$ cat src/hw/izs_cfg.svh
// Constants for the interpolating zero-stuff datapath.
// Contract
// RULE1 - Capture one 14-bit word per input clock rise
// RULE2 - Interpolate by two: two filter outputs per input
// RULE3 - Response select low is low pass, high high pass
// RULE4 - Stuff enable high inserts midscale, low does not
// RULE5 - Two mode pins decode four independent modes
// RULE6 - Update rate twice input, four times when stuffing
// RULE7 - Input to 150 MSPS, updates to 400 MSPS
// RULE8 - Stuffed midscale code follows every filter output
// RULE9 - Symmetric 43-tap half-band FIR structure
// RULE10 - High pass negates only the center coefficient
// RULE11 - Source holds data stable and modes static
`ifndef IZS_CFG_SVH
`define IZS_CFG_SVH
`define IZS_WIDTH 14
`define IZS_MIDSCALE 14'h2000
`define IZS_TAPS 43
`define IZS_SIDE_TAPS 11
`define IZS_HIST 22
`define IZS_CENTER_IDX 10
`define IZS_COEF_W 16
`define IZS_COEF_SHIFT 14
`define IZS_ACC_W 36
`define IZS_MAX_IN_MSPS 150
`define IZS_MAX_UPD_MSPS 400
`endif

$ cat src/hw/izs_pkg.sv
// Types shared by the interpolating zero-stuff datapath.
`include "izs_cfg.svh"
package izs_pkg;
    typedef logic signed [`IZS_WIDTH-1:0] izs_smp_t;
    typedef logic [`IZS_WIDTH-1:0] izs_code_t;
    // Update slot within one input period at four times the input rate.
    typedef enum logic [1:0] {IZS_PH_SIDE, IZS_PH_GAP0, IZS_PH_CTR, IZS_PH_GAP1} izs_phase_t;
endpackage

$ cat src/hw/izs_datapath.sv
// Interpolating half-band filter with optional midscale stuffing ahead of the converter.
`timescale 1ns/1ps
`default_nettype none
`include "izs_cfg.svh"
module izs_datapath #(
    parameter logic signed [`IZS_COEF_W-1:0] CENTER_COEF = 16'sh4000,
    parameter logic signed [`IZS_COEF_W-1:0] SIDE_COEF [0:`IZS_SIDE_TAPS-1] = '{
        16'sh2710, 16'shf448, 16'sh05dc, 16'shfce0, 16'sh01c2, 16'shff06,
        16'sh0082, 16'shffbf, 16'sh001e, 16'shfff3, 16'sh0005}
) (
    // Clock and reset; i_clk runs at four times the input sample rate.
    input wire logic i_clk,
    input wire logic i_srst,
    // Source side pins, asynchronous to i_clk.
    input wire logic i_data_clk,
    input wire izs_pkg::izs_code_t i_data,
    // Static mode pins.
    input wire logic i_filter_response_select,
    input wire logic i_zero_stuff_enable,
    // Converter side.
    output logic [`IZS_WIDTH-1:0] o_dac_code,
    output logic o_dac_update
);
    import izs_pkg::*;

    ////////////////////////////////////////////////////////////////////////////////
    // Pin synchronisers. Data is synchronised with the clock pin so that a
    // word held stable across its edge is seen settled when the edge is seen.
    logic [1:0] clk_sync;
    logic clk_prev;
    izs_code_t data_meta;
    izs_code_t data_s;
    logic [1:0] hp_sync;
    logic [1:0] stuff_sync;
    logic hp_s;
    logic stuff_s;
    logic edge_seen;

    always_ff @(posedge i_clk) begin
        clk_sync <= {clk_sync[0], i_data_clk};
        data_meta <= i_data;
        data_s <= data_meta; // RULE11
        hp_sync <= {hp_sync[0], i_filter_response_select};
        stuff_sync <= {stuff_sync[0], i_zero_stuff_enable};
        if (i_srst) begin
            clk_prev <= 1'b0;
        end else begin
            clk_prev <= clk_sync[1];
        end
    end

    assign hp_s = hp_sync[1];
    assign stuff_s = stuff_sync[1];
    assign edge_seen = clk_sync[1] & ~clk_prev;

    ////////////////////////////////////////////////////////////////////////////////
    // Input capture into the filter history, newest word at index 0.
    // Offset binary is turned to two's complement by flipping the MSB.
    izs_smp_t hist [0:`IZS_HIST-1];
    logic running;

    always_ff @(posedge i_clk) begin
        if (i_srst) begin
            for (int i = 0; i < `IZS_HIST; i++) begin
                hist[i] <= '0;
            end
        end else if (edge_seen) begin
            hist[0] <= izs_smp_t'(data_s ^ `IZS_MIDSCALE); // RULE1
            for (int i = 1; i < `IZS_HIST; i++) begin
                hist[i] <= hist[i-1];
            end
        end
    end

    always_ff @(posedge i_clk) begin
        if (i_srst) begin
            running <= 1'b0;
        end else if (edge_seen) begin
            running <= 1'b1;
        end
    end

    ////////////////////////////////////////////////////////////////////////////////
    // Half-band polyphase filter. Every even tap off center is zero, so the
    // side phase needs only the folded odd taps and the center phase one product.
    logic signed [`IZS_ACC_W-1:0] prod [0:`IZS_SIDE_TAPS-1];
    logic signed [`IZS_ACC_W-1:0] side_acc;
    logic signed [`IZS_ACC_W-1:0] ctr_acc;
    logic signed [`IZS_COEF_W-1:0] ctr_coef;

    genvar g;
    generate
        for (g = 0; g < `IZS_SIDE_TAPS; g++) begin : g_fold
            logic signed [`IZS_WIDTH:0] pair;
            // Symmetric taps share one multiplier.
            assign pair = {hist[`IZS_CENTER_IDX-g][`IZS_WIDTH-1], hist[`IZS_CENTER_IDX-g]}
                + {hist[`IZS_CENTER_IDX+1+g][`IZS_WIDTH-1], hist[`IZS_CENTER_IDX+1+g]}; // RULE9
            // Both factors are widened first so the product keeps every bit.
            assign prod[g] = `IZS_ACC_W'(pair) * `IZS_ACC_W'(SIDE_COEF[g]);
        end
    endgenerate

    always_comb begin
        side_acc = '0;
        for (int i = 0; i < `IZS_SIDE_TAPS; i++) begin
            side_acc = side_acc + prod[i];
        end
    end

    assign ctr_coef = hp_s ? -CENTER_COEF : CENTER_COEF; // RULE3 RULE10
    assign ctr_acc = `IZS_ACC_W'(hist[`IZS_CENTER_IDX]) * `IZS_ACC_W'(ctr_coef);

    // Scale back, saturate and return to offset binary.
    function automatic izs_code_t to_code(input logic signed [`IZS_ACC_W-1:0] acc);
        logic signed [`IZS_ACC_W-1:0] sc;
        izs_smp_t s;
        sc = acc >>> `IZS_COEF_SHIFT;
        if (sc > `IZS_ACC_W'(signed'(`IZS_MIDSCALE - 14'h0001))) begin
            s = izs_smp_t'(`IZS_MIDSCALE - 14'h0001);
        end else if (sc < -(signed'(`IZS_ACC_W'(`IZS_MIDSCALE)))) begin
            s = izs_smp_t'(`IZS_MIDSCALE);
        end else begin
            s = izs_smp_t'(sc);
        end
        return izs_code_t'(s) ^ `IZS_MIDSCALE;
    endfunction

    izs_code_t side_code;
    izs_code_t ctr_code;
    assign side_code = to_code(side_acc);
    assign ctr_code = to_code(ctr_acc);

    ////////////////////////////////////////////////////////////////////////////////
    // Update slot sequencer, realigned on every input edge.
    izs_phase_t phase;

    always_ff @(posedge i_clk) begin
        if (i_srst || edge_seen) begin
            phase <= IZS_PH_SIDE;
        end else begin
            phase <= izs_phase_t'(phase + 2'h1);
        end
    end

    ////////////////////////////////////////////////////////////////////////////////
    // Converter drive. Without stuffing the code holds between the two
    // filter outputs; with stuffing the gaps carry midscale.
    // At 125 MHz this reaches 31.25 MSPS in and 125 MSPS out, well inside limits.
    always_ff @(posedge i_clk) begin
        if (i_srst) begin
            o_dac_code <= `IZS_MIDSCALE;
            o_dac_update <= 1'b0;
        end else if (!running) begin
            o_dac_update <= 1'b0; // RULE7
        end else begin
            unique case (phase)
                IZS_PH_SIDE: begin
                    o_dac_code <= side_code; // RULE2
                    o_dac_update <= 1'b1;
                end
                IZS_PH_CTR: begin
                    o_dac_code <= ctr_code; // RULE2
                    o_dac_update <= 1'b1;
                end
                IZS_PH_GAP0, IZS_PH_GAP1: begin
                    if (stuff_s) begin // RULE4 RULE5 RULE6
                        o_dac_code <= `IZS_MIDSCALE; // RULE8
                    end
                    o_dac_update <= stuff_s;
                end
            endcase
        end
    end

    ////////////////////////////////////////////////////////////////////////////////
    // Checks.
    logic [1:0] upd_gap;
    always_ff @(posedge i_clk) begin
        // Idle time before the first input must not count as a gap.
        if (i_srst || !running || o_dac_update) begin
            upd_gap <= 2'h0;
        end else if (upd_gap != 2'h3) begin
            upd_gap <= upd_gap + 2'h1;
        end
    end
endmodule // izs_datapath
`default_nettype wire

$ cat config.mk
export PLATFORM = sky130hd
export DESIGN_NAME = izs_datapath
export DESIGN_NICKNAME = d
export VERILOG_FILES = /design/src/hw/izs_pkg.sv /design/src/hw/izs_datapath.sv
export VERILOG_INCLUDE_DIRS = /design/src /design/src/hw
export SDC_FILE = /design/constraint.sdc
export NUM_CORES = 2
export LEC_CHECK = 0
export ABC_AREA = 1
export BUFFER_PORTS_ARGS = -buffer_cell sky130_fd_sc_hd__buf_2
export CAP_MARGIN = 20
export CORE_UTILIZATION = 40
export DETAILED_ROUTE_END_ITERATION = 6
export PLACE_DENSITY_LB_ADDON = 0.15
export RECOVER_POWER = 50
export SETUP_SLACK_MARGIN = 0.1
export SKIP_LAST_GASP = 1
export SYNTH_ARGS = -nofsm -noshare
export SYNTH_HDL_FRONTEND = slang
export SYNTH_SLANG_ARGS = --single-unit
$ cat constraint.sdc
create_clock -name i_clk -period 30.5 [get_ports i_clk]
set_input_delay 4.575 -clock i_clk [delete_from_list [all_inputs] [get_ports i_clk]]
set_output_delay 4.575 -clock i_clk [all_outputs]
set_load 0.01 [all_outputs]
==> flow_summary_export.csv <==
group,metric,value,unit
run_status,status,"finished with violations",
run_status,violations,"max-capacitance violations, max-slew violations",
grt,grt_max_degree,131,
place,dp_hpwl,123000,um
sta,setup_tns,0,ns
clock_tree,clock-sinks,361,
place,port_buffers,33,
yosys,synth_nets,7496,
layout,final_cell_mix,"inv_1 (1752), ha_1 (827), fa_1 (663)",
layout,nets,7545,
yosys,postSynthAreaPerCell,8.84,um2
sta,worstMarginPinSlew,6.26,ns
critical_path,crit_fanout,19,
yosys,synth_edf_count,308,
sta,rsz0062_at_grt,"false",
yosys,synth_seq_cells,361,
detailed_routing,drc,0,
floorplan,die_y,366,um
detailed_routing,wl,140000,um
flow_run,cap_violations,5,
critical_path,cp_slowest_cell,"a22o_1",
clock_tree,cts_buffers,46,
yosys,ys.flop_type,"edfxtp_1",
clock_tree,clk_latency,0.65,ns
sta,finalClockSkew,0.0344,ns
layout,regArea,0.0103,mm2
clock_tree,clk_pin_slew,0.07,ns
clock_tree,post_cts_buffers,0,
critical_path,critPathKind,"flop to flop",
clock_tree,cts-root-buf,"clkbuf_16",
detailed_routing,drtPass1Iterations,6,
critical_path,r2r-start,"hist[6][14]",
floorplan,die-area,0.134,mm2
detailed_routing,via_per_inst,4.73,
critical_path,critPathLaunch,"hist[6][14]",
yosys,synth.distinct_cells,59,
critical_path,crit_path_end,"o_dac_code[4]",
yosys,synthCells,5987,
critical_path,crit_required,31.03,ns
layout,multi_input_area,0.0358,mm2
sta,hold_viol_final,0,
floorplan,rows,133,
floorplan,start_util,0.403,
grt,grt_antenna_before_repair,1,
yosys,syn_area,0.0529,mm2
yosys,yosysSeqAreaShare,0.195,
critical_path,reg2reg_depth,56,
critical_path,end_kind,"flop",
layout,final_common_cell,"inv_1",
layout,n_fill_cell,13200,
detailed_routing,antenna_left,0,
critical_path,startpoint_type,"flop",
sta,period_share,0.444,
sta,finalSetupViolations,0,
detailed_routing,avgRoutedWirePerCell,17.9,um
critical_path,cp_common_cell,"nand2_1",
place,place_congestion,0.933,
detailed_routing,vias,37000,
clock_tree,cts_resized,0,
critical_path,rrSetupSlack,16.97,ns
grt,overflow,0,
critical_path,r2r-end,"o_dac_code[4]",
layout,area_delta_synth_final,7.14,%
yosys,async_flop_share,0,
clock_tree,cts_tree,"done",
floorplan,die_width,366,um
grt,grt_pass1_wl,224000,um
critical_path,slowest_delay,0.78,ns
detailed_routing,first_iter_violations,2188,
layout,drive_gt1_frac,0.0259,
sta,period_minus_slack,13.53,ns
clock_tree,clockBufferDepth,3,
clock_tree,h-tree-depth,2,
yosys,yosysWarnings,0,
layout,antennaDiodeCount,0,
sta,finalMaxSlewViolations,350,
floorplan,ios,34,
critical_path,cp.arrival,14.06,ns
clock_tree,hold_buffers,0,
min_path,hp-class,"flop to flop",
sta,relSlewSlack,-3.17,
grt,grt_use_total,0.216,
floorplan,core_area,0.131,mm2
sta,max_freq,73.9,MHz
grt,grt_pass1_vias,39400,
[through the flow]
step / hold slack, ns / area, um2 / std cells / setup WS (ns) / util
after floorplan: 0.310 / 52900 / 5987 / 7.22 / -
after global placement: 0.312 / 55200 / 7743 / 17.06 / 0.421
after detailed placement: 0.312 / 55200 / 7743 / 16.95 / 0.421
after CTS: 0.326 / 56800 / 7828 / 16.91 / 0.432
after global routing: 0.328 / 56700 / 7828 / 15.78 / 0.432
final: 0.325 / 56700 / 7828 / 16.97 / 0.432
[layout make-up]
class / instances / area share
inverters: 1762 / 0.117
multi-input cells: 3816 / 0.631
clock buffers: 63 / 0.0221
clock inverters: 22 / 0.00523
repair buffers: 49 / 0.00435
flip-flops and latches: 361 / 0.182
well taps: 1755 / 0.0387
[routing by layer]
| layer | GRT usage | share of wire | vias up | wire length [um] |
|---|---|---|---|---|
| li1 | - | - | 18400 | - |
| met1 | 0.296 | 0.47 | 18000 | 66600 |
| met2 | 0.368 | 0.47 | 469 | 66400 |
| met3 | 0.0154 | 0.025 | 132 | 3490 |
| met4 | 0.0567 | 0.027 | 0 | 3830 |
| met5 | 0 | 0 | - | 0 |
[worst min path at each step]
stage	start	endpoint	slack, ns	cells after the start
final	data_meta[11]	data_s[11]	0.32	0
after global routing	data_meta[6]	data_s[6]	0.33	0
after CTS	data_meta[5]	data_s[5]	0.33	0
after detailed placement	data_meta[5]	data_s[5]	0.31	0
after global placement	stuff_sync[0]	stuff_sync[1]	0.31	0
after floorplan	clk_sync[0]	clk_sync[1]	0.31	0
[synthesized netlist by cell type, types with 4 or more instances]
| library cell | n | share of area |
|---|---|---|
| nor4_1 | 13 | 0.0015 |
| nand3_1 | 117 | 0.011 |
| dfxtp_1 | 53 | 0.020 |
| o21bai_1 | 39 | 0.0055 |
| nand4_1 | 17 | 0.0020 |
| a31oi_1 | 23 | 0.0027 |
| nand2_2 | 25 | 0.0030 |
| o21a_1 | 8 | 0.0011 |
| a21o_1 | 29 | 0.0041 |
| a21oi_1 | 343 | 0.032 |
| a211oi_1 | 6 | 0.00085 |
| clkbuf_1 | 40 | 0.0028 |
| nor3_1 | 40 | 0.0038 |
| inv_1 | 1752 | 0.12 |
| o2111ai_1 | 4 | 0.00066 |
| o221ai_1 | 6 | 0.00099 |
| ha_1 | 827 | 0.20 |
| nor2_1 | 484 | 0.034 |
| o31ai_1 | 15 | 0.0021 |
| nand3b_1 | 5 | 0.00071 |
| fa_1 | 663 | 0.25 |
| edfxtp_1 | 308 | 0.17 |
| xor2_2 | 4 | 0.0012 |
| buf_2 | 5 | 0.00047 |
| o211ai_1 | 12 | 0.0017 |
| o21ai_1 | 13 | 0.0012 |
| a21boi_0 | 8 | 0.0011 |
| nor2_2 | 5 | 0.00059 |
| xor2_1 | 243 | 0.040 |
| o21ai_0 | 110 | 0.010 |
| nand2_1 | 627 | 0.044 |
| inv_2 | 9 | 0.00064 |
| xnor2_1 | 97 | 0.016 |
[critical path, delay by kind of cell, from the launching register on]
kind	cells	cell delay, ns
xor gates and xnor gates	1	0.62
DFF	1	0.38
adders and majority gates	16	7.22
buffers and inverters	8	0.55
AOI/OAI and AO/OA	10	2.02
and+or+nand+nor	21	2.62
[cell families after synthesis]
kind of cell | after synthesis | synth area share
buf+inv | 1810 | 0.129
fa+ha+maj | 1490 | 0.446
simple gates | 1351 | 0.104
compound gates | 631 | 0.0680
flops | 361 | 0.195
xor+xnor | 344 | 0.0575
[sequential cells by signal, indices dropped and copies added (netlist names)]
| register | count |
|---|---|
| o_dac_update | 1 |
| running | 1 |
| clk_prev | 1 |
| stuff_sync | 2 |
| data_s | 14 |
| hist | 308 |
| hp_sync | 2 |
| data_meta | 14 |
| o_dac_code | 14 |
| clk_sync | 2 |
| phase | 2 |
Power is left out: the tool's default activity adds up to more than one toggle a clock period on the data nets, which glitch-free logic cannot reach.
